**src/inc/low_power_halt_pkg.sv**
```systemverilog
package low_power_halt_pkg;

  // ----------------------------------------------------------------------
  // instruction decode
  // ----------------------------------------------------------------------
  localparam logic [7:0] HALT_OPCODE = 8'h01;
  localparam logic [11:0] RESET_VECTOR = 12'h000;

  // ----------------------------------------------------------------------
  // timing of the outside party, in its own units and in cycles
  // ----------------------------------------------------------------------
  localparam int CLK_PERIOD_PS = 8000;
  localparam int SETUP_HOLD_MS = 10;
  localparam int RELEASE_HOLD_US = 10;
  localparam longint SETUP_HOLD_PS = longint'(SETUP_HOLD_MS) * 64'd1000000000;
  localparam int SETUP_HOLD_CYCLES = int'((SETUP_HOLD_PS + CLK_PERIOD_PS - 1) / CLK_PERIOD_PS);
  localparam int RELEASE_HOLD_CYCLES = (RELEASE_HOLD_US * 1000000 + CLK_PERIOD_PS - 1)
                                       / CLK_PERIOD_PS;

  // ----------------------------------------------------------------------
  // synchroniser
  // ----------------------------------------------------------------------
  localparam int SYNC_STAGES = 2;
  localparam logic SYNC_RESET_LEVEL = 1'b1;

  // ----------------------------------------------------------------------
  // carriers
  // ----------------------------------------------------------------------
  typedef struct packed {
    logic reset_n;
    logic power_save_n;
    logic single_step_n;
    logic int_n;
  } ctrl_pins_t;

  localparam int CTRL_PINS_W = $bits(ctrl_pins_t);

  typedef struct packed {
    logic osc_run;
    logic core_clk_en;
    logic core_reset;
    logic pin_hold;
    logic pullup_en;
  } power_ctrl_t;

  // ----------------------------------------------------------------------
  // sequencer states
  // ----------------------------------------------------------------------
  typedef enum logic [7:0] {
    ST_RESET    = 8'b0000_0001,
    ST_RUN      = 8'b0000_0010,
    ST_STEP     = 8'b0000_0100,
    ST_IDLE     = 8'b0000_1000,
    ST_ONE_INSN = 8'b0001_0000,
    ST_PD_RAM   = 8'b0010_0000,
    ST_PD_ALL   = 8'b0100_0000,
    ST_SPARE    = 8'b1000_0000
  } pwr_state_t;

endpackage : low_power_halt_pkg

```
**src/rtl/low_power_halt_control.sv**
```systemverilog
// Contract
// - reset low then power-save low stops oscillator
// - power-save high, then reset release restarts at zero
// - step low then power-save low stops oscillator
// - power-save high, then step high resumes state
// - opcode 01 hex enters idle
// - idle keeps oscillator, gates core clocks, holds state
// - reset ends idle, restarts at address zero
// - interrupt wake enabled: one instruction, then service
// - interrupt wake disabled: continue after idle instruction
// - ports and test pin hold values in idle
// - power-down ignores reset, step; pull-ups off
// - any reset disables external interrupt
// - step low waits after current instruction
module low_power_halt_control
  import low_power_halt_pkg::*;
(
  input wire logic ref_clk,
  input wire logic rst,
  input wire ctrl_pins_t pins_n,
  input wire logic insn_valid,
  input wire logic [7:0] insn_opcode,
  input wire logic insn_done,
  input wire logic irq_enable_cmd,
  input wire logic irq_disable_cmd,
  output power_ctrl_t pwr_ctrl,
  output logic [11:0] restart_vector,
  output logic irq_enabled_state,
  output logic irq_take,
  output logic step_wait,
  output pwr_state_t state
);

  // ----------------------------------------------------------------------
  // pin synchronisers
  // ----------------------------------------------------------------------
  ctrl_pins_t pins_s;

  level_sync #(
    .WIDTH(CTRL_PINS_W)
  ) u_pin_sync (
    .ref_clk(ref_clk),
    .rst(rst),
    .async_in(pins_n),
    .sync_out(pins_s)
  );

  // ----------------------------------------------------------------------
  // previous pin levels, for ordering checks
  // ----------------------------------------------------------------------
  logic reset_low_prev_ff;
  logic step_low_prev_ff;
  logic nxt_reset_low_prev;
  logic nxt_step_low_prev;

  always_comb begin
    nxt_reset_low_prev = ~pins_s.reset_n;
    nxt_step_low_prev = ~pins_s.single_step_n;
  end

  always_ff @(posedge ref_clk or posedge rst) begin
    if (rst) begin
      reset_low_prev_ff <= 1'b0;
      step_low_prev_ff <= 1'b0;
    end else begin
      reset_low_prev_ff <= nxt_reset_low_prev;
      step_low_prev_ff <= nxt_step_low_prev;
    end
  end

  // ----------------------------------------------------------------------
  // sequencer next state
  // ----------------------------------------------------------------------
  pwr_state_t state_ff;
  pwr_state_t nxt_state;
  logic irq_enabled_ff;
  logic halt_fetch;
  logic ps_low;
  logic rst_low;
  logic ss_low;
  logic int_low;

  always_comb begin
    halt_fetch = insn_valid && (insn_opcode == HALT_OPCODE);
    ps_low = ~pins_s.power_save_n;
    rst_low = ~pins_s.reset_n;
    ss_low = ~pins_s.single_step_n;
    int_low = ~pins_s.int_n;
    nxt_state = state_ff;
    case (state_ff)
      ST_RESET: begin
        if (ps_low && reset_low_prev_ff) begin
          nxt_state = ST_PD_RAM;
        end else if (!rst_low) begin
          nxt_state = ST_RUN;
        end
      end
      ST_RUN: begin
        if (rst_low) begin
          nxt_state = ST_RESET;
        end else if (halt_fetch) begin
          nxt_state = ST_IDLE;
        end else if (ss_low && insn_done) begin
          nxt_state = ST_STEP;
        end
      end
      ST_STEP: begin
        if (rst_low) begin
          nxt_state = ST_RESET;
        end else if (ps_low && step_low_prev_ff) begin
          nxt_state = ST_PD_ALL;
        end else if (!ss_low) begin
          nxt_state = ST_RUN;
        end
      end
      ST_IDLE: begin
        if (rst_low) begin
          nxt_state = ST_RESET;
        end else if (int_low && irq_enabled_ff) begin
          nxt_state = ST_ONE_INSN;
        end else if (int_low) begin
          nxt_state = ST_RUN;
        end
      end
      ST_ONE_INSN: begin
        if (rst_low) begin
          nxt_state = ST_RESET;
        end else if (insn_done) begin
          nxt_state = ST_RUN;
        end
      end
      ST_PD_RAM: begin
        if (!ps_low) begin
          nxt_state = ST_RESET;
        end
      end
      ST_PD_ALL: begin
        if (!ps_low) begin
          nxt_state = ST_STEP;
        end
      end
      default: begin
        nxt_state = ST_RESET;
      end
    endcase
  end

  always_ff @(posedge ref_clk or posedge rst) begin
    if (rst) begin
      state_ff <= ST_RESET;
    end else begin
      state_ff <= nxt_state;
    end
  end

  // ----------------------------------------------------------------------
  // interrupt enable and service request
  // ----------------------------------------------------------------------
  logic irq_take_ff;
  logic nxt_irq_enabled;
  logic nxt_irq_take;

  always_comb begin
    nxt_irq_enabled = irq_enabled_ff;
    if (nxt_state == ST_RESET) begin
      nxt_irq_enabled = 1'b0;
    end else if (irq_enable_cmd) begin
      nxt_irq_enabled = 1'b1;
    end else if (irq_disable_cmd) begin
      nxt_irq_enabled = 1'b0;
    end
    nxt_irq_take = (state_ff == ST_ONE_INSN) && insn_done && !rst_low;
  end

  always_ff @(posedge ref_clk or posedge rst) begin
    if (rst) begin
      irq_enabled_ff <= 1'b0;
      irq_take_ff <= 1'b0;
    end else begin
      irq_enabled_ff <= nxt_irq_enabled;
      irq_take_ff <= nxt_irq_take;
    end
  end

  // ----------------------------------------------------------------------
  // power and clock controls
  // ----------------------------------------------------------------------
  power_ctrl_t pwr_ctrl_ff;
  power_ctrl_t nxt_pwr_ctrl;
  logic step_wait_ff;
  logic nxt_step_wait;
  logic [11:0] restart_vector_ff;
  logic [11:0] nxt_restart_vector;

  always_comb begin
    nxt_pwr_ctrl.osc_run = 1'b1;
    nxt_pwr_ctrl.core_clk_en = 1'b1;
    nxt_pwr_ctrl.core_reset = 1'b0;
    nxt_pwr_ctrl.pin_hold = 1'b0;
    nxt_pwr_ctrl.pullup_en = 1'b1;
    nxt_step_wait = 1'b0;
    nxt_restart_vector = RESET_VECTOR;
    case (nxt_state)
      ST_RESET: begin
        nxt_pwr_ctrl.core_reset = 1'b1;
      end
      ST_STEP: begin
        nxt_pwr_ctrl.core_clk_en = 1'b0;
        nxt_step_wait = 1'b1;
      end
      ST_IDLE: begin
        nxt_pwr_ctrl.core_clk_en = 1'b0;
        nxt_pwr_ctrl.pin_hold = 1'b1;
      end
      ST_PD_RAM: begin
        nxt_pwr_ctrl.osc_run = 1'b0;
        nxt_pwr_ctrl.core_clk_en = 1'b0;
        nxt_pwr_ctrl.core_reset = 1'b1;
        nxt_pwr_ctrl.pullup_en = 1'b0;
      end
      ST_PD_ALL: begin
        nxt_pwr_ctrl.osc_run = 1'b0;
        nxt_pwr_ctrl.core_clk_en = 1'b0;
        nxt_pwr_ctrl.pullup_en = 1'b0;
        nxt_step_wait = 1'b1;
      end
      default: begin
        nxt_pwr_ctrl.osc_run = 1'b1;
      end
    endcase
  end

  always_ff @(posedge ref_clk or posedge rst) begin
    if (rst) begin
      pwr_ctrl_ff <= '{osc_run: 1'b1, core_clk_en: 1'b1, core_reset: 1'b1,
                       pin_hold: 1'b0, pullup_en: 1'b1};
      step_wait_ff <= 1'b0;
      restart_vector_ff <= RESET_VECTOR;
    end else begin
      pwr_ctrl_ff <= nxt_pwr_ctrl;
      step_wait_ff <= nxt_step_wait;
      restart_vector_ff <= nxt_restart_vector;
    end
  end

  // ----------------------------------------------------------------------
  // outputs
  // ----------------------------------------------------------------------
  assign pwr_ctrl = pwr_ctrl_ff;
  assign restart_vector = restart_vector_ff;
  assign irq_enabled_state = irq_enabled_ff;
  assign irq_take = irq_take_ff;
  assign step_wait = step_wait_ff;
  assign state = state_ff;

endmodule : low_power_halt_control

```
**src/rtl/level_sync.sv**
```systemverilog
module level_sync
  import low_power_halt_pkg::*;
#(
  parameter int WIDTH = 1
) (
  input wire logic ref_clk,
  input wire logic rst,
  input wire logic [WIDTH-1:0] async_in,
  output logic [WIDTH-1:0] sync_out
);

  // ----------------------------------------------------------------------
  // two flop chain, first stage read only by second
  // ----------------------------------------------------------------------
  logic [WIDTH-1:0] meta_ff;
  logic [WIDTH-1:0] sync_ff;
  logic [WIDTH-1:0] nxt_meta;
  logic [WIDTH-1:0] nxt_sync;

  always_comb begin
    nxt_meta = async_in;
    nxt_sync = meta_ff;
  end

  always_ff @(posedge ref_clk or posedge rst) begin
    if (rst) begin
      meta_ff <= {WIDTH{SYNC_RESET_LEVEL}};
      sync_ff <= {WIDTH{SYNC_RESET_LEVEL}};
    end else begin
      meta_ff <= nxt_meta;
      sync_ff <= nxt_sync;
    end
  end

  assign sync_out = sync_ff;

endmodule : level_sync

```
**config.mk**
```make
export PLATFORM = sky130hd
export DESIGN_NAME = low_power_halt_control
export DESIGN_NICKNAME = d
export VERILOG_FILES = /design/src/inc/low_power_halt_pkg.sv /design/src/rtl/low_power_halt_control.sv /design/src/rtl/level_sync.sv
export SDC_FILE = /design/constraint.sdc
export NUM_CORES = 1
export LEC_CHECK = 0
export BUFFER_PORTS_ARGS = -buffer_cell sky130_fd_sc_hd__buf_2
export CAP_MARGIN = 20
export CORE_MARGIN = 2
export CORE_UTILIZATION = 49
export DETAILED_ROUTE_END_ITERATION = 12
export PLACE_DENSITY = 0.79
export REMOVE_ABC_BUFFERS = 1
export SKIP_LAST_GASP = 1
export SLEW_MARGIN = 5
export SYNTH_ARGS = -nofsm -noshare
export SYNTH_HDL_FRONTEND = slang
export SYNTH_SLANG_ARGS = --single-unit
```
**constraint.sdc**
```tcl
create_clock -name ref_clk -period 2.4 [get_ports ref_clk]
set_input_delay 0.6 -clock ref_clk [delete_from_list [all_inputs] [get_ports ref_clk]]
set_output_delay 0.6 -clock ref_clk [all_outputs]
set_load 0.05 [all_outputs]
```
==> impl_metrics.json, run 1 <==
{
  "drive_above_1_share_pct": 40.6,
  "cpPeakStageDelay_ns": 0.53,
  "setup_tns_ns": 0,
  "worst-path-buf-inv": 0,
  "crit_arrival_ns": 2.49,
  "slew_viol_final": 0,
  "critical_path.top_delay_family": "simple AND/OR/NAND/NOR gates",
  "portBuffers": 33,
  "wl_per_cell_um": 14.3,
  "antenna_found_initial": 0,
  "floorplan.die_area_um2": 3090,
  "drc_errors": 0,
  "core_area_um2": 2500,
  "rsz0062_at_grt": "no",
  "fmax_ghz": 0.449,
  "r2r.worst_path.cells": 6,
  "area_growth_pct": 13.2,
  "yosysTopAreaCell": "dfrtp_1",
  "cts_setup_buffers": 0,
  "diodes": 0,
  "fin_worst_skew_ns": 0.00457,
  "critPathKind": "reg -> reg",
  "min_period_over_period_pct": 92.8,
  "crit_chain": "nor4_1, nand4b_1, o21bai_2, nand2_1, a311oi_2, or2_1",
  "ys_seq_area_share_pct": 49.1,
  "track_usage_pct": 17.4,
  "worst-path-stages": 6,
  "cap_violations": 0,
  "synthTopCellsByCount": "buf_4, dfrtp_1, nor2_1",
  "grt_overflow": 0,
  "drt_iter0_markers": 32,
  "grt_pass1_wl_um": 4310,
  "cp.required_ns": 2.66,
  "async_flop_share_pct": 100,
  "cts.path.max_buffers": 2,
  "grt_pass1_vias": 950,
  "postSynthCellCount": 120,
  "cts-resized-gates": 0,
  "fin_crit_ns": 2.23,
  "hold_viol": 0,
  "via_per_inst": 5.59,
  "synth_top_area_share_pct": 25.0,
  "insertion_delay_ns": 0.31,
  "rows": 18,
  "path_max_fanout": 11,
  "synth.area.top_cells": "dfrtp_1, dfstp_2, buf_4",
  "startpoint_type": "register",
  "status": "finished clean",
  "yosysMostFrequentCell": "buf_4",
  "path_clk_slew_ns": 0.13,
  "synth_cell_types": 47,
  "place_congestion": 0.925,
  "avgSynthCellArea_um2": 10.9,
  "crit_path_end_kind": "register",
  "syn-cell-area_um2": 1300,
  "power_density_nw_per_um2": 574,
  "synth-seq-cells": 25,
  "finalNetCount": 174,
  "hp-class": "in -> async",
  "cts_sinks": 25,
  "grt_max_degree": 15,
  "vias": 1035,
  "dr.pass1.iters": 4,
  "numCtsBuffers": 3,
  "ios": 46,
  "die_x_um": 55.6,
  "cts_tree": "built",
  "cts-htree-levels": 1,
  "synth_edf_count": 0,
  "hold_buffers": 0,
  "root_buffer": "clkbuf_4",
  "peakVddDrop_uv": 465,
  "placed_area_um2": 1450,
  "yosysWarnings": 0,
  "slowest_stage": "dfrtp_1",
  "dpl.hpwl_um": 2070,
  "total_power_uw": 847,
  "p_leak_uw": 0.000701,
  "ys.flop_type": "dfrtp_1",
  "setup_viol": 0,
  "die_h_um": 55.6,
  "ant_nets": 0,
  "initial_utilization_pct": 52.2,
  "drt_wl_total_um": 2650,
  "final_area_um2": 1480
}
-- per-stage QoR --
stage	worst slack (ns)	hold slack (ns)	instances	utilization, %
6_report	0.173	0.261	185	59.1
5_1_grt	0.0428	0.314	185	59.1
4_1_cts	0.192	0.268	185	59.1
3_5_place_dp	0.241	0.349	181	58.0
3_3_place_gp	0.281	0.346	181	58.0
2_1_floorplan	0.205	0.345	115	-
-- cells in the final DEF, fill, tap and decap left out, types with 3 or more instances in the layout --
| cell type | instances |
|---|---|
| nor4_1 | 3 |
| o21ai_0 | 3 |
| buf_2 | 33 |
| buf_4 | 3 |
| nor2_1 | 13 |
| conb_1 | 13 |
| nor4b_1 | 3 |
| nand2_1 | 5 |
| inv_1 | 6 |
| dfstp_2 | 12 |
| clkbuf_4 | 3 |
| dfrtp_1 | 13 |
| nor3_1 | 4 |
-- report_power, final --
part           switching, uW  internal (uW)  leakage, uW  total [uW]
Sequential              23.5            454     0.000300         477
Clock                    117           62.2    0.0000177         179
Combinational            142           47.9     0.000384         190
-- flip-flops by register name (all words and copies together) (netlist names) --
signal / count
step_low_prev_ff: 1
irq_enabled_state: 1
reset_low_prev_ff: 1
irq_take: 1
u_pin_sync.meta_ff: 4
u_pin_sync.sync_out: 4
step_wait: 1
state: 8
pwr_ctrl: 4
-- worst paths after layout --
path / start / slack (ns) / endpoint
max in group asynchronous: rst / 1.53 / state[0]$_DFF_PP1_
setup reg to reg: state[6]$_DFF_PP0_ / 0.17 / step_wait$_DFF_PP0_
min in group ref_clk: u_pin_sync.meta_ff[0]$_DFF_PP1_ / 0.37 / u_pin_sync.sync_out[0]$_DFF_PP1_
setup / recovery: state[6]$_DFF_PP0_ / 0.17 / step_wait$_DFF_PP0_
hold / removal: rst / 0.26 / state[6]$_DFF_PP0_
hold reg to reg: u_pin_sync.meta_ff[0]$_DFF_PP1_ / 0.37 / u_pin_sync.sync_out[0]$_DFF_PP1_
-- per-layer routing --
metal | part of all wire [%] | vias up | GRT usage, %
li1 | - | 481 | -
met1 | 43 | 486 | 23.4
met2 | 48 | 66 | 28.7
met3 | 9.0 | 2 | 2.33
met4 | 0.30 | 0 | 6.27
met5 | 0 | - | 0
-- logic make-up (layout without fill, tap and decap cells) --
group                     after synthesis  after routing  share of synthesized area, %
buffers and inverters                  24             47                          11.6
and+or+nand+nor                        47             47                          22.9
xor gates and xnor gates                2              2                          1.34
AOI/OAI and AO/OA                      21             21                          14.7
other                                   1             13                         0.288
DFF                                    25             25                          49.1
-- cell type report --
cell class | count | area (um2)
Sequential cell | 25 | 641
Multi-Input combinational cell | 83 | 557
Inverter | 7 | 26.3
Timing Repair Buffer | 36 | 188
Clock inverter | 1 | 5.00
Clock buffer | 3 | 22.5
Tap cell | 30 | 37.5
Fill cell | 205 | 1020
(Power assumes the default switching activity.)
==> run 2: changes to the inputs <==
--- a/config.mk
+++ b/config.mk
@@ -7,7 +7,6 @@
 export LEC_CHECK = 0
 export BUFFER_PORTS_ARGS = -buffer_cell sky130_fd_sc_hd__buf_2
 export CAP_MARGIN = 20
-export CORE_MARGIN = 2
 export CORE_UTILIZATION = 49
 export DETAILED_ROUTE_END_ITERATION = 12
 export PLACE_DENSITY = 0.79
==> run 2 against run 1 <==
Routed wire length rose by 4.5%. Count of clock-buffer cells in the layout did not move. Via count down 2.2%. Largest cell class unchanged.
==> impl_metrics.json, run 2 (synthesized netlist as in run 1, its figures left out) <==
{
  "status": "finished clean",
  "floorplan.die_area_um2": 2870,
  "cpPeakStageDelay_ns": 0.60,
  "crit_chain": "or4_4, o41ai_4, nor3_2, a221o_2, or2_1",
  "cts.path.max_buffers": 2,
  "max-slew-margin-rel_pct": 64.2,
  "cap_violations": 0,
  "ios": 46,
  "diodes": 0,
  "insertion_delay_ns": 0.32,
  "hold_viol": 0,
  "hp-class": "in -> async",
  "hold_ws_ns": 0.295,
  "grt_overflow": 0,
  "core_area_um2": 2500,
  "cts-resized-gates": 0,
  "slowest_stage": "or4_4",
  "min_period_over_period_pct": 89.6,
  "hold_buffers": 0,
  "tightest_slew_ns": 0.537,
  "rows": 18,
  "drive_above_1_share_pct": 40.9,
  "critPathKind": "reg -> reg",
  "setup_tns_ns": 0,
  "grt_max_degree": 15,
  "nFillCells": 225,
  "antenna_found_initial": 0,
  "initial_utilization_pct": 52.2,
  "grt_pass1_wl_um": 4260,
  "cp.required_ns": 2.66,
  "fin_worst_skew_ns": 0.00535,
  "finalNetCount": 173,
  "p_leak_uw": 0.000697,
  "peakVddDrop_uv": 443,
  "fmax_ghz": 0.465,
  "fin_cells": 184,
  "critical_path.top_delay_family": "simple AND/OR/NAND/NOR gates",
  "dr.pass1.iters": 4,
  "ant_nets": 0,
  "crit_path_end_kind": "register",
  "die_h_um": 53.6,
  "place_congestion": 0.934,
  "worst-path-buf-inv": 0,
  "startpoint_type": "register",
  "cts_setup_buffers": 0,
  "path_clk_slew_ns": 0.13,
  "cts_sinks": 25,
  "dpl.hpwl_um": 2080,
  "drc_errors": 0,
  "wl_per_cell_um": 15.0,
  "area_growth_pct": 13.1,
  "r2r_slack_ns": 0.25,
  "total_power_uw": 854,
  "crit_arrival_ns": 2.41,
  "largest_register_ffs": 8,
  "portBuffers": 33,
  "dpl.cell_count": 180,
  "final_common_cell": "buf_2",
  "cts-htree-levels": 1,
  "rsz0062_at_grt": "no",
  "die_x_um": 53.6,
  "power_density_nw_per_um2": 579,
  "track_usage_pct": 21.3,
  "grt_pass1_vias": 906,
  "setup_viol": 0,
  "vias": 1012,
  "fin_crit_ns": 2.15,
  "drt_wl_total_um": 2760,
  "slew_viol_final": 0,
  "via_per_inst": 5.50,
  "drt_iter0_markers": 25,
  "cts_tree": "built",
  "numCtsBuffers": 3,
  "final_cell_mix": "buf_2, nor2_1, conb_1, dfrtp_1, dfstp_2",
  "path_max_fanout": 11,
  "root_buffer": "clkbuf_4"
}
run 2: cell count changes in the layout (fill, tap and decap cells not counted), sizes merged:
cell	delta
buf	-1
run 2: path summary, 6_finish.rpt:
check	start	end	cells after the start
max reg2reg	state[6]$_DFF_PP0_	pwr_ctrl[2]$_DFF_PP1_	5
max in group asynchronous	rst	state[0]$_DFF_PP1_	3
min reg2reg	u_pin_sync.meta_ff[3]$_DFF_PP1_	u_pin_sync.sync_out[3]$_DFF_PP1_	0
min	rst	state[6]$_DFF_PP0_	2
min in group ref_clk	pins_n[0]	u_pin_sync.meta_ff[0]$_DFF_PP1_	1
max	state[6]$_DFF_PP0_	pwr_ctrl[2]$_DFF_PP1_	5
run 2: final cells by class:
class / count / area, um2 / area share (%)
well taps: 30 / 37.5 / 2.54
inverters: 7 / 26.3 / 1.78
flip-flops and latches: 25 / 641 / 43.4
clock inverters: 1 / 5.00 / 0.339
clock buffers: 3 / 22.5 / 1.53
repair buffers: 35 / 180 / 12.2
multi-input cells: 83 / 563 / 38.2
run 2: routing by layer:
layer  track usage [%]  up-vias  wire, um
li1                  -      481         -
met1              30.3      469      1270
met2              32.7       58      1270
met3              3.11        4       197
met4              7.89        0        30
met5                 0        -         0
run 2: power by group:
group	switching, uW	internal (uW)	total [uW]
sequential	25.5	454	479
clock	122	62.4	184
combinational	144	47.3	191
run 2: per-stage QoR:
stage	utilization [%]	cell area, um2	setup WS, ns
floorplan	-	1220	0.205
global placement	57.7	1440	0.286
detailed placement	57.7	1440	0.265
CTS	58.8	1470	0.248
global route	59.0	1480	0.0552
finish	59.0	1480	0.249
==> run 3: changes to the inputs <==
--- a/config.mk
+++ b/config.mk
@@ -7,12 +7,13 @@
 export LEC_CHECK = 0
 export BUFFER_PORTS_ARGS = -buffer_cell sky130_fd_sc_hd__buf_2
 export CAP_MARGIN = 20
-export CORE_UTILIZATION = 49
+export CORE_UTILIZATION = 48
 export DETAILED_ROUTE_END_ITERATION = 12
-export PLACE_DENSITY = 0.79
+export PLACE_DENSITY = 0.78
 export REMOVE_ABC_BUFFERS = 1
 export SKIP_LAST_GASP = 1
 export SLEW_MARGIN = 5
 export SYNTH_ARGS = -nofsm -noshare
 export SYNTH_HDL_FRONTEND = slang
+export SYNTH_HIERARCHICAL = 1
 export SYNTH_SLANG_ARGS = --single-unit
==> run 3 against run 2 <==
Utilization shrank 1.6 points. Critical path depth is the same. Clock power shrank 3%.
==> impl_metrics.json, run 3 <==
{
  "grt_overflow": 0,
  "regArea_um2": 641,
  "vias": 978,
  "slowest_stage": "dfrtp_1",
  "grt_pass1_wl_um": 3940,
  "floorplan.die_area_um2": 2860,
  "initial_utilization_pct": 50.9,
  "crit_chain": "nor4_4, nand3_1, o32ai_1, a22oi_1, and3b_1",
  "synth_top_family_by_area": "simple AND/OR/NAND/NOR gates",
  "avgSynthCellArea_um2": 10.7,
  "total_power_uw": 856,
  "die_x_um": 53.5,
  "yosysTopAreaCell": "dfrtp_1",
  "power_frac_clock_pct": 20.9,
  "via_per_inst": 5.32,
  "ys.flop_type": "dfrtp_1",
  "track_usage_pct": 19.9,
  "yosys.area_share.xor_xnor_pct": 1.38,
  "synth_simple_gate_area_share_pct": 23.1,
  "setup_tns_ns": 0,
  "tightest_slew_ns": 0.658,
  "cts.path.max_buffers": 2,
  "ys_seq_area_share_pct": 50.4,
  "synth_edf_count": 0,
  "r2r_start": "state[6]$_DFF_PP0_",
  "combPwrFrac_pct": 23.0,
  "hold_ws_ns": 0.363,
  "startpoint": "state[6]$_DFF_PP0_",
  "min_period_over_period_pct": 79.2,
  "status": "finished clean",
  "synth-seq-cells": 25,
  "rsz0062_at_grt": "no",
  "critical_path.top_delay_family": "simple AND/OR/NAND/NOR gates",
  "path_max_fanout": 9,
  "critPathKind": "reg -> reg",
  "multi_input_area_um2": 537,
  "final_common_cell": "buf_2",
  "fmax_ghz": 0.526,
  "hold_viol": 0,
  "setup_viol": 0,
  "p_sw_share_pct": 33.7,
  "area_growth_pct": 13.0,
  "cp.required_ns": 2.66,
  "synth.area.top_cells": "dfrtp_1, dfstp_2, buf_4",
  "cts_tree": "built",
  "final_cell_mix": "buf_2, conb_1, dfrtp_1, dfstp_2",
  "core_area_um2": 2500,
  "dpl.hpwl_um": 1900,
  "async_flop_share_pct": 100,
  "antenna_found_initial": 0,
  "finalNetCount": 173,
  "rows": 18,
  "fin_worst_skew_ns": 0.00397,
  "synth_top_area_share_pct": 25.6,
  "drc_errors": 0,
  "slew_viol_final": 0,
  "root_buffer": "clkbuf_4",
  "worst-path-buf-inv": 0,
  "grt_max_degree": 18,
  "diodes": 0,
  "fin_crit_ns": 1.90,
  "wl_per_cell_um": 13.2,
  "postSynthCellCount": 119,
  "syn-cell-area_um2": 1270,
  "cts-htree-levels": 1,
  "hold_buffers": 0,
  "drt_wl_total_um": 2440,
  "cts_setup_buffers": 0,
  "switchingPower_uw": 289,
  "path_clk_slew_ns": 0.12,
  "synth_compound_area_share_pct": 13.9,
  "startpoint_type": "register",
  "die_h_um": 53.5,
  "drive_above_1_share_pct": 36.4,
  "cts_sinks": 25,
  "drt_iter0_markers": 34,
  "insertion_delay_ns": 0.31,
  "synthAdderAreaFrac_pct": 0,
  "portBuffers": 33,
  "numCtsBuffers": 3,
  "cpPeakStageDelay_ns": 0.53,
  "nFillCells": 224,
  "synthTopCellsByCount": "buf_4, dfrtp_1, dfstp_2",
  "power_density_nw_per_um2": 596,
  "grt_pass1_vias": 875,
  "cts-resized-gates": 0,
  "utilization_pct": 57.5,
  "hp-class": "reg -> reg",
  "peakVddDrop_uv": 430,
  "yosysWarnings": 6,
  "ant_nets": 0,
  "synth_cell_types": 39,
  "largest_register_ffs": 8,
  "ios": 46,
  "intPower_uw": 568,
  "dr.pass1.iters": 4,
  "min_from": "u_pin_sync/meta_ff[2]$_DFF_PP1_",
  "cap_violations": 0,
  "p_leak_uw": 0.000688,
  "crit_arrival_ns": 2.16,
  "p_seq_share_pct": 56.1,
  "max-slew-margin-rel_pct": 56.1,
  "synthMuxAreaShare_pct": 0,
  "crit_path_end_kind": "register",
  "place_congestion": 0.867
}
[run 3: path summary, 6_finish.rpt]
kind,cells after the start,endpoint,slack (ns)
max reg2reg,5,pwr_ctrl[3]$_DFF_PP1_,0.50
max in group asynchronous,2,state[5]$_DFF_PP0_,1.62
min,0,u_pin_sync/sync_out[2]$_DFF_PP1_,0.36
min reg2reg,0,u_pin_sync/sync_out[2]$_DFF_PP1_,0.36
min in group asynchronous,2,state[4]$_DFF_PP0_,0.37
max,5,pwr_ctrl[3]$_DFF_PP1_,0.50
[run 3: routing by layer]
layer  vias up  wire length [um]  GRT usage (%)
met4         0                36           8.77
met2        39              1280           33.8
met5         -                 0              0
met3         5               119           3.45
met1       473              1000           24.2
li1        461                 -              -
[run 3: final cells by class]
cell class                      count  area share [%]
Multi-Input combinational cell     84            37.4
Clock buffer                        4            1.83
Sequential cell                    25            44.6
Timing Repair Buffer               33            11.5
Tap cell                           30            2.61
Inverter                            8            2.09
[run 3: through the flow]
stage	setup WS, ns	instance area, um2	instances
finish	0.498	1440	184
global route	0.372	1440	184
CTS	0.527	1440	184
detailed placement	0.547	1410	180
global placement	0.570	1410	180
floorplan	0.567	1210	117
[run 3: power by group through the flow]
stage                     sequential [uW]  combinational [uW]  clock [uW]
final                                 481                 197         179
after global routing                  484                 211         208
after CTS                             480                 197         189
after detailed placement              488                 196           0
after global placement                486                 194           0
after floorplan                       536                 101           0
[run 3: cell families after synthesis]
family,Yosys count
other cells,1
simple gates,44
compound gates,25
buf+inv,22
xor+xnor,2
flops,25
